File: src/rtl/apwm_pkg.sv
// Constants for the dual-slope PWM timer with optional oscillator-paced operation
// Operation
// - Modes 1 and 5 select phase-correct PWM
// - Counter sweeps BOTTOM to TOP, then back down
// - TOP is 0xFF or compare value A
// - Counter holds TOP one tick, then reverses
// - Action two: clear up-match, set down-match
// - Action three: set up-match, clear down-match
// - Overflow flag sets when counter reaches BOTTOM in phase-correct modes only
// - Pin driven only when direction is output
// - BOTTOM compare constant low, MAX constant high for action two, opposite for action three
// - TOP level follows up-match result after MAX
// - Missed up-match change still happens at TOP
// - One period spans 510 prescaled ticks when TOP is 0xFF
// - Prescaled tick is a clock enable only
// - Async writes latch after two oscillator edges
// - Five registers each own a temporary register
// - Busy flag per pending write, clears when done
// - Compare match disabled during async value writes
// - Counter read copy refreshed each oscillator edge
// - Wake-up starts on following timer clock
// - Async flag sync takes three CPU cycles
// - Compare output changes on timer clock only
// - Oscillator stops in power-down and standby
// - Action zero leaves pin to port control
`default_nettype none
package apwm_pkg;
  localparam logic [7:0] CNT_BOTTOM   = 8'h00;
  localparam logic [7:0] CNT_MAX      = 8'hFF;
  localparam logic [7:0] CNT_ONE      = 8'h01;
  localparam logic [2:0] MODE_PC_FIX  = 3'h1;
  localparam logic [2:0] MODE_PC_VAR  = 3'h5;
  localparam logic [1:0] ACT_OFF      = 2'h0;
  localparam logic [1:0] ACT_NONINV   = 2'h2;
  localparam logic [1:0] ACT_INV      = 2'h3;
  localparam int         PERIOD_TICKS = 510;
  // Clock select codes
  localparam logic [2:0] CS_STOP      = 3'h0;
  localparam logic [2:0] CS_DIV1      = 3'h1;
  localparam logic [2:0] CS_DIV8      = 3'h2;
  localparam logic [2:0] CS_DIV32     = 3'h3;
  localparam logic [2:0] CS_DIV64     = 3'h4;
  localparam logic [2:0] CS_DIV128    = 3'h5;
  localparam logic [2:0] CS_DIV256    = 3'h6;
  localparam logic [2:0] CS_DIV1024   = 3'h7;
  localparam logic [9:0] MASK_DIV8    = 10'h007;
  localparam logic [9:0] MASK_DIV32   = 10'h01F;
  localparam logic [9:0] MASK_DIV64   = 10'h03F;
  localparam logic [9:0] MASK_DIV128  = 10'h07F;
  localparam logic [9:0] MASK_DIV256  = 10'h0FF;
  localparam logic [9:0] MASK_DIV1024 = 10'h3FF;
  localparam logic [9:0] PRE_RST      = 10'h000;
  // Write strobe indices
  localparam int         NUM_REGS     = 5;
  localparam int         REG_CNT      = 0;
  localparam int         REG_CMP_A    = 1;
  localparam int         REG_CMP_B    = 2;
  localparam int         REG_CTRL_A   = 3;
  localparam int         REG_CTRL_B   = 4;
  localparam logic [7:0] REG_RST      = 8'h00;
  // Control field positions
  localparam int         CA_ACT_A_LSB = 6;
  localparam int         CA_ACT_B_LSB = 4;
  localparam int         CA_MODE_LSB  = 0;
  localparam int         CB_MODE_HI   = 3;
  localparam int         CB_CS_LSB    = 0;
  // Oscillator edges before a pending write lands
  localparam logic [1:0] LATCH_EDGES  = 2'h2;
  // Cycles for an async flag event to reach the visible flag
  localparam int         FLAG_SYNC_CYC = 3;
  localparam int         FLAG_PIPE     = FLAG_SYNC_CYC - 1;
endpackage : apwm_pkg
`default_nettype wire

File: src/rtl/apwm_timer.sv
// Dual-slope PWM timer core with oscillator-paced write, read and flag paths
`timescale 1ns/10ps
`default_nettype none
module apwm_timer
  import apwm_pkg::*;
(
  input  wire logic       sys_clk,
  input  wire logic       srst,
  input  wire logic       clk_en,
  input  wire logic       async_clock_sel,
  input  wire logic       osc_input_pin,
  input  wire logic       power_down,
  input  wire logic [4:0] reg_wr_strobe,
  input  wire logic [7:0] reg_wr_data,
  input  wire logic       ovf_clear,
  input  wire logic       cmp_clear_a,
  input  wire logic       cmp_clear_b,
  input  wire logic       port_data_a,
  input  wire logic       port_data_b,
  input  wire logic       port_dir_out_a,
  input  wire logic       port_dir_out_b,
  output logic [7:0]      counter_read_ff,
  output logic [4:0]      update_busy_ff,
  output logic            overflow_flag_ff,
  output logic            compare_flag_a_ff,
  output logic            compare_flag_b_ff,
  output logic            wake_ff,
  output logic            compare_output_a,
  output logic            compare_output_b,
  output logic            pin_level_a,
  output logic            pin_level_b,
  output logic            pin_oe_n_a,
  output logic            pin_oe_n_b
);
  // Oscillator sampling and prescaler
  logic       osc_q_ff;
  logic       osc_prev_ff;
  logic [9:0] pre_ff;
  logic [9:0] nxt_pre;
  logic       osc_rise;
  logic       src_en;
  logic       tick;

  // Effective registers and write staging
  logic [7:0] cnt_ff;
  logic [7:0] cmp_a_ff;
  logic [7:0] cmp_b_ff;
  logic [7:0] ctrl_a_ff;
  logic [7:0] ctrl_b_ff;
  logic       cnt_up_ff;
  logic [7:0] temp_ff     [NUM_REGS];
  logic [1:0] edges_ff    [NUM_REGS];
  logic [7:0] nxt_temp    [NUM_REGS];
  logic [1:0] nxt_edges   [NUM_REGS];
  logic [4:0] nxt_busy;
  logic [4:0] load;
  logic [7:0] load_val    [NUM_REGS];
  logic [7:0] nxt_cnt;
  logic [7:0] nxt_cmp_a;
  logic [7:0] nxt_cmp_b;
  logic [7:0] nxt_ctrl_a;
  logic [7:0] nxt_ctrl_b;
  logic       nxt_cnt_up;

  // Decoded control and events
  logic [2:0] mode;
  logic [2:0] clk_sel;
  logic       pc_mode;
  logic [7:0] top_val;
  logic       evt;
  logic       at_top;
  logic       at_bot;
  logic       inhibit_a;
  logic       inhibit_b;
  logic [2:0] raw_flag;
  logic [2:0] pipe_ff     [FLAG_PIPE];
  logic [2:0] nxt_pipe    [FLAG_PIPE];
  logic [2:0] set_flag;
  logic       nxt_ovf;
  logic       nxt_cfa;
  logic       nxt_cfb;
  logic       wake_arm_ff;
  logic       nxt_wake_arm;
  logic       nxt_wake;
  logic [7:0] nxt_read;

  always_comb begin
    osc_rise = osc_q_ff & ~osc_prev_ff & ~power_down;
    src_en   = async_clock_sel ? osc_rise : 1'b1;
    clk_sel  = ctrl_b_ff[CB_CS_LSB +: 3];
    nxt_pre  = src_en ? pre_ff + 10'h001 : pre_ff;
    case (clk_sel)
      CS_STOP:    tick = 1'b0;
      CS_DIV1:    tick = src_en;
      CS_DIV8:    tick = src_en && ((pre_ff & MASK_DIV8) == MASK_DIV8);
      CS_DIV32:   tick = src_en && ((pre_ff & MASK_DIV32) == MASK_DIV32);
      CS_DIV64:   tick = src_en && ((pre_ff & MASK_DIV64) == MASK_DIV64);
      CS_DIV128:  tick = src_en && ((pre_ff & MASK_DIV128) == MASK_DIV128);
      CS_DIV256:  tick = src_en && ((pre_ff & MASK_DIV256) == MASK_DIV256);
      CS_DIV1024: tick = src_en && ((pre_ff & MASK_DIV1024) == MASK_DIV1024);
      default:    tick = 1'b0;
    endcase
  end

  always_comb begin
    for (int i = 0; i < NUM_REGS; i++) begin
      nxt_temp[i]  = temp_ff[i];
      nxt_edges[i] = edges_ff[i];
      nxt_busy[i]  = update_busy_ff[i];
      load[i]      = 1'b0;
      load_val[i]  = temp_ff[i];
      if (!async_clock_sel) begin
        load[i]     = reg_wr_strobe[i];
        load_val[i] = reg_wr_data;
        nxt_busy[i] = 1'b0;
      end else if (reg_wr_strobe[i]) begin
        nxt_temp[i]  = reg_wr_data;
        nxt_edges[i] = 2'h0;
        nxt_busy[i]  = 1'b1;
      end else if (update_busy_ff[i] && osc_rise) begin
        nxt_edges[i] = edges_ff[i] + 2'h1;
        if (edges_ff[i] + 2'h1 == LATCH_EDGES) begin
          load[i]     = 1'b1;
          nxt_busy[i] = 1'b0;
        end
      end
    end
  end

  always_comb begin
    mode    = {ctrl_b_ff[CB_MODE_HI], ctrl_a_ff[CA_MODE_LSB +: 2]};
    pc_mode = (mode == MODE_PC_FIX) || (mode == MODE_PC_VAR);
    top_val = (mode == MODE_PC_VAR) ? cmp_a_ff : CNT_MAX;
    nxt_cmp_a  = load[REG_CMP_A]  ? load_val[REG_CMP_A]  : cmp_a_ff;
    nxt_cmp_b  = load[REG_CMP_B]  ? load_val[REG_CMP_B]  : cmp_b_ff;
    nxt_ctrl_a = load[REG_CTRL_A] ? load_val[REG_CTRL_A] : ctrl_a_ff;
    nxt_ctrl_b = load[REG_CTRL_B] ? load_val[REG_CTRL_B] : ctrl_b_ff;
    nxt_cnt    = cnt_ff;
    nxt_cnt_up = cnt_up_ff;
    evt        = tick && !load[REG_CNT];
    if (load[REG_CNT]) begin
      nxt_cnt = load_val[REG_CNT];
    end else if (tick && pc_mode) begin
      if (cnt_up_ff) begin
        if (cnt_ff >= top_val && cnt_ff != CNT_BOTTOM) begin
          nxt_cnt    = cnt_ff - CNT_ONE;
          nxt_cnt_up = 1'b0;
        end else begin
          nxt_cnt = cnt_ff + CNT_ONE;
        end
      end else if (cnt_ff == CNT_BOTTOM) begin
        nxt_cnt    = CNT_ONE;
        nxt_cnt_up = 1'b1;
      end else begin
        nxt_cnt = cnt_ff - CNT_ONE;
      end
    end else if (tick) begin
      nxt_cnt    = cnt_ff + CNT_ONE;
      nxt_cnt_up = 1'b1;
    end
    at_top    = evt && pc_mode && cnt_up_ff && nxt_cnt_up && (nxt_cnt == top_val);
    at_bot    = evt && pc_mode && !cnt_up_ff && (nxt_cnt == CNT_BOTTOM);
    inhibit_a = async_clock_sel && (update_busy_ff[REG_CNT] || update_busy_ff[REG_CMP_A]);
    inhibit_b = async_clock_sel && (update_busy_ff[REG_CNT] || update_busy_ff[REG_CMP_B]);
  end

  always_comb begin
    raw_flag[0] = at_bot;
    raw_flag[1] = evt && pc_mode && !inhibit_a && (nxt_cnt == cmp_a_ff);
    raw_flag[2] = evt && pc_mode && !inhibit_b && (nxt_cnt == cmp_b_ff);
    nxt_pipe[0] = raw_flag;
    for (int s = 1; s < FLAG_PIPE; s++) begin
      nxt_pipe[s] = pipe_ff[s-1];
    end
    set_flag = async_clock_sel ? pipe_ff[FLAG_PIPE-1] : raw_flag;
    nxt_ovf  = set_flag[0] | (overflow_flag_ff & ~ovf_clear);
    nxt_cfa  = set_flag[1] | (compare_flag_a_ff & ~cmp_clear_a);
    nxt_cfb  = set_flag[2] | (compare_flag_b_ff & ~cmp_clear_b);
    nxt_wake_arm = async_clock_sel && (wake_arm_ff || (|raw_flag)) && !(wake_arm_ff && src_en);
    nxt_wake     = wake_arm_ff && src_en;
    nxt_read     = async_clock_sel ? (osc_rise ? cnt_ff : counter_read_ff) : cnt_ff;
  end

  always_ff @(posedge sys_clk) begin
    if (srst) begin
      osc_q_ff          <= 1'b0;
      osc_prev_ff       <= 1'b0;
      pre_ff            <= PRE_RST;
      cnt_ff            <= REG_RST;
      cmp_a_ff          <= REG_RST;
      cmp_b_ff          <= REG_RST;
      ctrl_a_ff         <= REG_RST;
      ctrl_b_ff         <= REG_RST;
      cnt_up_ff         <= 1'b1;
      update_busy_ff    <= 5'h00;
      overflow_flag_ff  <= 1'b0;
      compare_flag_a_ff <= 1'b0;
      compare_flag_b_ff <= 1'b0;
      wake_arm_ff       <= 1'b0;
      wake_ff           <= 1'b0;
      counter_read_ff   <= REG_RST;
      for (int i = 0; i < NUM_REGS; i++) begin
        temp_ff[i]  <= REG_RST;
        edges_ff[i] <= 2'h0;
      end
      for (int s = 0; s < FLAG_PIPE; s++) begin
        pipe_ff[s] <= 3'h0;
      end
    end else if (clk_en) begin
      osc_q_ff          <= osc_input_pin;
      osc_prev_ff       <= osc_q_ff;
      pre_ff            <= nxt_pre;
      cnt_ff            <= nxt_cnt;
      cmp_a_ff          <= nxt_cmp_a;
      cmp_b_ff          <= nxt_cmp_b;
      ctrl_a_ff         <= nxt_ctrl_a;
      ctrl_b_ff         <= nxt_ctrl_b;
      cnt_up_ff         <= nxt_cnt_up;
      update_busy_ff    <= nxt_busy;
      overflow_flag_ff  <= nxt_ovf;
      compare_flag_a_ff <= nxt_cfa;
      compare_flag_b_ff <= nxt_cfb;
      wake_arm_ff       <= nxt_wake_arm;
      wake_ff           <= nxt_wake;
      counter_read_ff   <= nxt_read;
      for (int i = 0; i < NUM_REGS; i++) begin
        temp_ff[i]  <= nxt_temp[i];
        edges_ff[i] <= nxt_edges[i];
      end
      for (int s = 0; s < FLAG_PIPE; s++) begin
        pipe_ff[s] <= nxt_pipe[s];
      end
    end
  end

  apwm_chan u_chan_a (
    .sys_clk   (sys_clk),
    .srst      (srst),
    .clk_en    (clk_en),
    .evt       (evt && pc_mode),
    .moving_up (cnt_up_ff),
    .new_cnt   (nxt_cnt),
    .cmp       (cmp_a_ff),
    .top       (top_val),
    .action    (ctrl_a_ff[CA_ACT_A_LSB +: 2]),
    .inhibit   (inhibit_a),
    .at_top    (at_top),
    .at_bot    (at_bot),
    .port_data (port_data_a),
    .dir_out   (port_dir_out_a),
    .level_ff  (compare_output_a),
    .pin_ff    (pin_level_a),
    .oe_n_ff   (pin_oe_n_a)
  );

  apwm_chan u_chan_b (
    .sys_clk   (sys_clk),
    .srst      (srst),
    .clk_en    (clk_en),
    .evt       (evt && pc_mode),
    .moving_up (cnt_up_ff),
    .new_cnt   (nxt_cnt),
    .cmp       (cmp_b_ff),
    .top       (top_val),
    .action    (ctrl_a_ff[CA_ACT_B_LSB +: 2]),
    .inhibit   (inhibit_b),
    .at_top    (at_top),
    .at_bot    (at_bot),
    .port_data (port_data_b),
    .dir_out   (port_dir_out_b),
    .level_ff  (compare_output_b),
    .pin_ff    (pin_level_b),
    .oe_n_ff   (pin_oe_n_b)
  );

  a_top_reverse: assert property (@(posedge sys_clk) disable iff (srst)
    (clk_en && tick && pc_mode && !load[REG_CNT] && cnt_up_ff && cnt_ff == top_val
     && top_val != CNT_BOTTOM) |=> (!cnt_up_ff && cnt_ff == $past(top_val) - CNT_ONE))
    else $error("counter did not turn down after TOP");
  a_bottom_reverse: assert property (@(posedge sys_clk) disable iff (srst)
    (clk_en && tick && pc_mode && !load[REG_CNT] && !cnt_up_ff && cnt_ff == CNT_BOTTOM)
    |=> (cnt_up_ff && cnt_ff == CNT_ONE))
    else $error("counter did not turn up after BOTTOM");
  a_tick_gate: assert property (@(posedge sys_clk) disable iff (srst)
    (!srst && clk_en && !tick && !load[REG_CNT]) |=> $stable(cnt_ff))
    else $error("counter moved without a tick");
  a_ovf_sync: assert property (@(posedge sys_clk) disable iff (srst)
    (clk_en && !async_clock_sel && at_bot) |=> overflow_flag_ff)
    else $error("overflow flag missed at BOTTOM");
  a_ovf_async: assert property (@(posedge sys_clk) disable iff (srst)
    (clk_en && async_clock_sel && at_bot) ##1 (clk_en && async_clock_sel)[*2]
    |=> overflow_flag_ff)
    else $error("async overflow flag not visible after three cycles");
  a_busy_set: assert property (@(posedge sys_clk) disable iff (srst)
    (clk_en && async_clock_sel && reg_wr_strobe[REG_CMP_A]) |=> update_busy_ff[REG_CMP_A])
    else $error("busy flag not raised on async write");
  a_busy_edge: assert property (@(posedge sys_clk) disable iff (srst)
    (async_clock_sel && $fell(update_busy_ff[REG_CMP_A])) |-> $past(osc_rise))
    else $error("pending write landed without oscillator edge");
  a_read_hold: assert property (@(posedge sys_clk) disable iff (srst)
    (clk_en && async_clock_sel && !osc_rise) |=> $stable(counter_read_ff))
    else $error("read copy changed between oscillator edges");
  a_flag_set_wins: assert property (@(posedge sys_clk) disable iff (srst)
    (clk_en && set_flag[0] && ovf_clear) |=> overflow_flag_ff)
    else $error("clear beat a simultaneous overflow");
endmodule : apwm_timer
`default_nettype wire

File: src/rtl/apwm_chan.sv
// One compare output channel of the dual-slope PWM timer
`timescale 1ns/10ps
`default_nettype none
module apwm_chan
  import apwm_pkg::*;
(
  input  wire logic       sys_clk,
  input  wire logic       srst,
  input  wire logic       clk_en,
  input  wire logic       evt,
  input  wire logic       moving_up,
  input  wire logic [7:0] new_cnt,
  input  wire logic [7:0] cmp,
  input  wire logic [7:0] top,
  input  wire logic [1:0] action,
  input  wire logic       inhibit,
  input  wire logic       at_top,
  input  wire logic       at_bot,
  input  wire logic       port_data,
  input  wire logic       dir_out,
  output logic            level_ff,
  output logic            pin_ff,
  output logic            oe_n_ff
);
  logic nxt_level;
  logic nxt_pin;
  logic nxt_oe_n;
  logic up_res;
  logic connected;

  always_comb begin
    up_res    = (action == ACT_INV);
    connected = action[1];
    nxt_level = level_ff;
    if (connected) begin
      if (at_bot) begin
        nxt_level = (cmp == CNT_BOTTOM) ? up_res : ~up_res;
      end else if (at_top) begin
        nxt_level = (cmp >= top) ? ~up_res : up_res;
      end else if (evt && !inhibit && new_cnt == cmp) begin
        nxt_level = moving_up ? up_res : ~up_res;
      end
    end
    nxt_pin  = connected ? nxt_level : port_data;
    nxt_oe_n = ~dir_out;
  end

  always_ff @(posedge sys_clk) begin
    if (srst) begin
      level_ff <= 1'b0;
      pin_ff   <= 1'b0;
      oe_n_ff  <= 1'b1;
    end else if (clk_en) begin
      level_ff <= nxt_level;
      pin_ff   <= nxt_pin;
      oe_n_ff  <= nxt_oe_n;
    end
  end

  a_noninv_up_clear: assert property (@(posedge sys_clk) disable iff (srst)
    (clk_en && action == ACT_NONINV && evt && !inhibit && moving_up && !at_top && !at_bot
     && new_cnt == cmp) |=> !level_ff)
    else $error("non-inverting up match did not clear output");
  a_inv_down_clear: assert property (@(posedge sys_clk) disable iff (srst)
    (clk_en && action == ACT_INV && evt && !inhibit && !moving_up && !at_top && !at_bot
     && new_cnt == cmp) |=> !level_ff)
    else $error("inverting down match did not clear output");
  a_bottom_low: assert property (@(posedge sys_clk) disable iff (srst)
    (clk_en && action == ACT_NONINV && at_bot && cmp == CNT_BOTTOM) |=> !level_ff)
    else $error("zero compare did not hold output low");
  a_pin_dir: assert property (@(posedge sys_clk) disable iff (srst)
    (!srst && clk_en) |=> (oe_n_ff == !$past(dir_out)))
    else $error("pin drive does not follow direction");
  a_off_port: assert property (@(posedge sys_clk) disable iff (srst)
    (!srst && clk_en && action == ACT_OFF) |=> (pin_ff == $past(port_data)))
    else $error("disconnected channel did not pass port data");
endmodule : apwm_chan
`default_nettype wire

File: config.mk
export PLATFORM = sky130hd
export DESIGN_NAME = apwm_timer
export DESIGN_NICKNAME = d
export VERILOG_FILES = /design/src/rtl/apwm_pkg.sv /design/src/rtl/apwm_timer.sv /design/src/rtl/apwm_chan.sv
export SDC_FILE = /design/constraint.sdc
export NUM_CORES = 1
export LEC_CHECK = 0
export BUFFER_PORTS_ARGS = -buffer_cell sky130_fd_sc_hd__buf_4
export CAP_MARGIN = 20
export CORE_MARGIN = 2
export CORE_UTILIZATION = 57
export CTS_BUF_LIST = sky130_fd_sc_hd__clkbuf_8
export CTS_CLUSTER_DIAMETER = 40
export DETAILED_ROUTE_END_ITERATION = 7
export PLACE_DENSITY_LB_ADDON = 0.1
export SYNTH_ARGS = -nofsm -noshare
export SYNTH_HDL_FRONTEND = slang
export SYNTH_HIERARCHICAL = 1
export SYNTH_SLANG_ARGS = --single-unit
File: constraint.sdc
create_clock -name sys_clk -period 5.1 [get_ports sys_clk]
set_input_delay 0.255 -clock sys_clk [delete_from_list [all_inputs] [get_ports sys_clk]]
set_output_delay 0.255 -clock sys_clk [all_outputs]
set_load 0.1 [all_outputs]
==> run metrics <==
setup TNS=0 ps; Cells after Synth=around 860; FP Rows=41; Worst Path Required=5470 ps; chip height=between 100 and 150 um; Final period util=a little over nine tenths; Post-synth EDFFs=50; root buffer cell=clkbuf_8; total gr overflow=0; layout overhead on the synthesized area=13.89%; area of the core=roughly 0.013 mm2; synthesized flop and latch total=121; hold slack=between 40 and 50 ps; clk buf depth=2; peak supply drop=roughly 0.27 mV; largest area contributor in the netlist=edfxtp_1; Slew Limit Headroom=35.05%; failing checks=DRC; clk slew on worst S/H paths=80 ps; Detailed Place HPWL=around 16000 um; Netlist cell types=80; DRT Pass-1 Iters=8; most common cell after layout, fill and taps aside=nand2_1; Cell Area, Synth=0.007430 mm2; Fmax=203.2 MHz; total track usage=about a third; CTS tree=built; Least-Margin Pin Slew=967.7 ps; register area share after synthesis=about two fifths; syn_nets=917; DR WL/cell=just over 20 um; Max Slew Vio Count=0; P_leak=3.450 nW; CP max stage delay=420 ps; ys flop type=dfxtp_1; fin nets=between 900 and 1000; critical path launch point type=flop; antenna violations before repair=0; Initial DRC Count=slightly below 800; slowest CP cell=or4_1; worst hold path type=primary input to flop; first-pass GRT wire length=~35000 um; total power=approximately 2.3 mW; asr flop ratio synth=0%; clk_skew=12.71 ps; Clock Sinks=around 120; number of global-route vias before repair=about 6500; Post-DRT Antenna Nets=0; Critical Path Most Common Cell=mux2_2; Syn Area/Cell=slightly below 9 um2; Vias/cell=6.216; Area contributors post-synth=edfxtp_1, dfxtp_1, ha_1; Crit Path Class=flop to flop; Die W=approximately 120 um; pin count of the biggest net entering global routing=around 80; layout cells sized above 1=between 10% and 20%; Buffers on Ports=48; total wire length=about 22000 um; placed instance area=roughly 0.0080 mm2; # diodes=0; unrepaired setup endpoints after global routing=no; most frequent cells in the layout=nand2_1, nor2_1, a21oi_1, buf_4, dfxtp_1; die area=roughly 0.014 mm2; via count=approximately 6800; Max-Cap Viols=0; Buf+Inv Stages, Crit Path=2; final setup vio count=0; Power Density=approximately 270 mW/mm2; design area=0.008462 mm2; H-tree levels=4; crit-path cells=nor2b_4, nand2_4, or2_2, inv_1, ha_1, a41o_1, a221oi_4, and2_4, a21o_1, mux2_2, a311oi_4, mux2_2, o21ai_0, a2bb2oi_1, nor4_2, buf_4, nand2_1, or4_1, and4b_1, a311oi_1; DRC viols=1; Crit Path Max Fanout=9; Placed Cells=between 1000 and 1500; non-filler instance count after layout=about 1100; CP top delay family=simple AND/OR/NAND/NOR gates; Hold Vio Cnt, Final=0; status=complete, but fails checks; number of hold buffers added after cts=0; fin crit period=around 5000 ps; Ys Warns=6; Synth top area share=between 20% and 30%; CP arrival=5290 ps; worst skew pair latency=approximately 460 ps; Top-Level Pins=49; Initial Utilization=58.64%; Num CTS Buffers=17; Setup crit end kind=flop; GPL Wtd Cong=1.005
## routing by layer
| layer | part of all wire (%) | up-vias | GRT usage (%) | routed length [um] |
|---|---|---|---|---|
| met2 | 46 | 334 | 50.14 | 10120 |
| met1 | 43 | 3229 | 42.76 | 9636 |
| met5 | 0 | - | 0 | 0 |
| li1 | - | 3195 | - | - |
| met3 | 8.2 | 55 | 8.012 | 1810 |
| met4 | 2.7 | 0 | 11.14 | 597 |
## worst reg2reg max path, delay by kind of cell (launching register included)
kind,cells,cell delay (ps)
AOI/OAI and AO/OA,7,1550
adders and majority gates,1,230
buffers and inverters,2,270
DFF,1,360
muxes,2,590
and+or+nand+nor,8,1840
## where the power goes
group | switching [mW] | internal (mW) | leakage (nW) | total, mW
logic | 0.241 | 0.131 | 2.18 | 0.372
clock network | 0.446 | 0.408 | 0.190 | 0.854
registers | 0.0350 | 1.06 | 1.08 | 1.09
## layout make-up
class | instances | area (um2)
timing repair buffer | 80 | 608.1
fill | 1076 | 4209
multi-input combinational | 649 | 4172
clock inverter | 14 | 137.6
clock buffer | 18 | 247.7
inverter | 42 | 157.7
sequential | 121 | 2924
tap | 172 | 215.2
## registers in the layout, indices dropped and copies added, names as in the netlist, 8 cells and up
signal	flops
cmp_a_ff	8
cmp_b_ff	8
pre_ff	10
temp_ff	34
edges_ff	10
counter_read_ff	8
cnt_ff	8
## per-stage QoR
stage	utilization, %	worst slack (ps)
after floorplan	-	3.507
after global placement	63.03	247.5
after detailed placement	63.12	47.79
after CTS	66.16	26.70
after global routing	66.78	3.219
final	66.78	178.5
## kinds of logic (layout without fill, tap and decap cells)
logic type / after synthesis / after routing / share of synthesized area, %
adder cells (fa/ha/maj): 33 / 33 / 5.557
AO/OA/AOI/OAI: 208 / 208 / 19.06
multiplexers: 17 / 17 / 2.341
buffers and inverters: 88 / 154 / 5.086
flip-flops: 121 / 121 / 39.34
AND/OR/NAND/NOR: 352 / 352 / 24.01
XOR/XNOR: 39 / 39 / 4.598
## worst paths after layout
| kind | startpoint | endpoint | slack [ps] | depth (start not counted) |
|---|---|---|---|---|
| hold reg to reg | counter_read_ff[0] | counter_read_ff[0] | 460 | 2 |
| hold / removal | osc_input_pin | osc_q_ff | 40 | 3 |
| setup / recovery | ctrl_a_ff[0] | u_chan_b/level_ff | 180 | 20 |
| setup reg to reg | ctrl_a_ff[0] | u_chan_b/level_ff | 180 | 20 |
## synthesized netlist by cell type (5+ instances only)
cell,instances
clkbuf_1,27
buf_4,9
and2_1,21
nor2_1,90
inv_1,41
nor2b_1,20
a22oi_1,5
o21bai_1,5
ha_1,33
o21ai_1,5
nand4_1,11
edfxtp_1,50
nor3_1,26
a21o_1,10
o21a_1,8
buf_2,5
nor4_1,8
o21ai_0,19
and3_1,8
a31oi_1,8
nand3_1,21
a21oi_1,78
nand3b_1,6
nand2b_1,15
a211oi_1,17
xnor2_1,34
dfxtp_1,71
or2_2,6
xor2_1,5
mux2i_1,14
nand2_1,93
a32oi_1,5
## timing repair
| action | 4_1_cts | 5_1_grt |
|---|---|---|
| gates resized for setup | 0 | 9 |
| buffers inserted | 0 | 3 |
| setup endpoints to repair | 0 | 4 |
No activity file was read; power rests on OpenSTA's default activity.
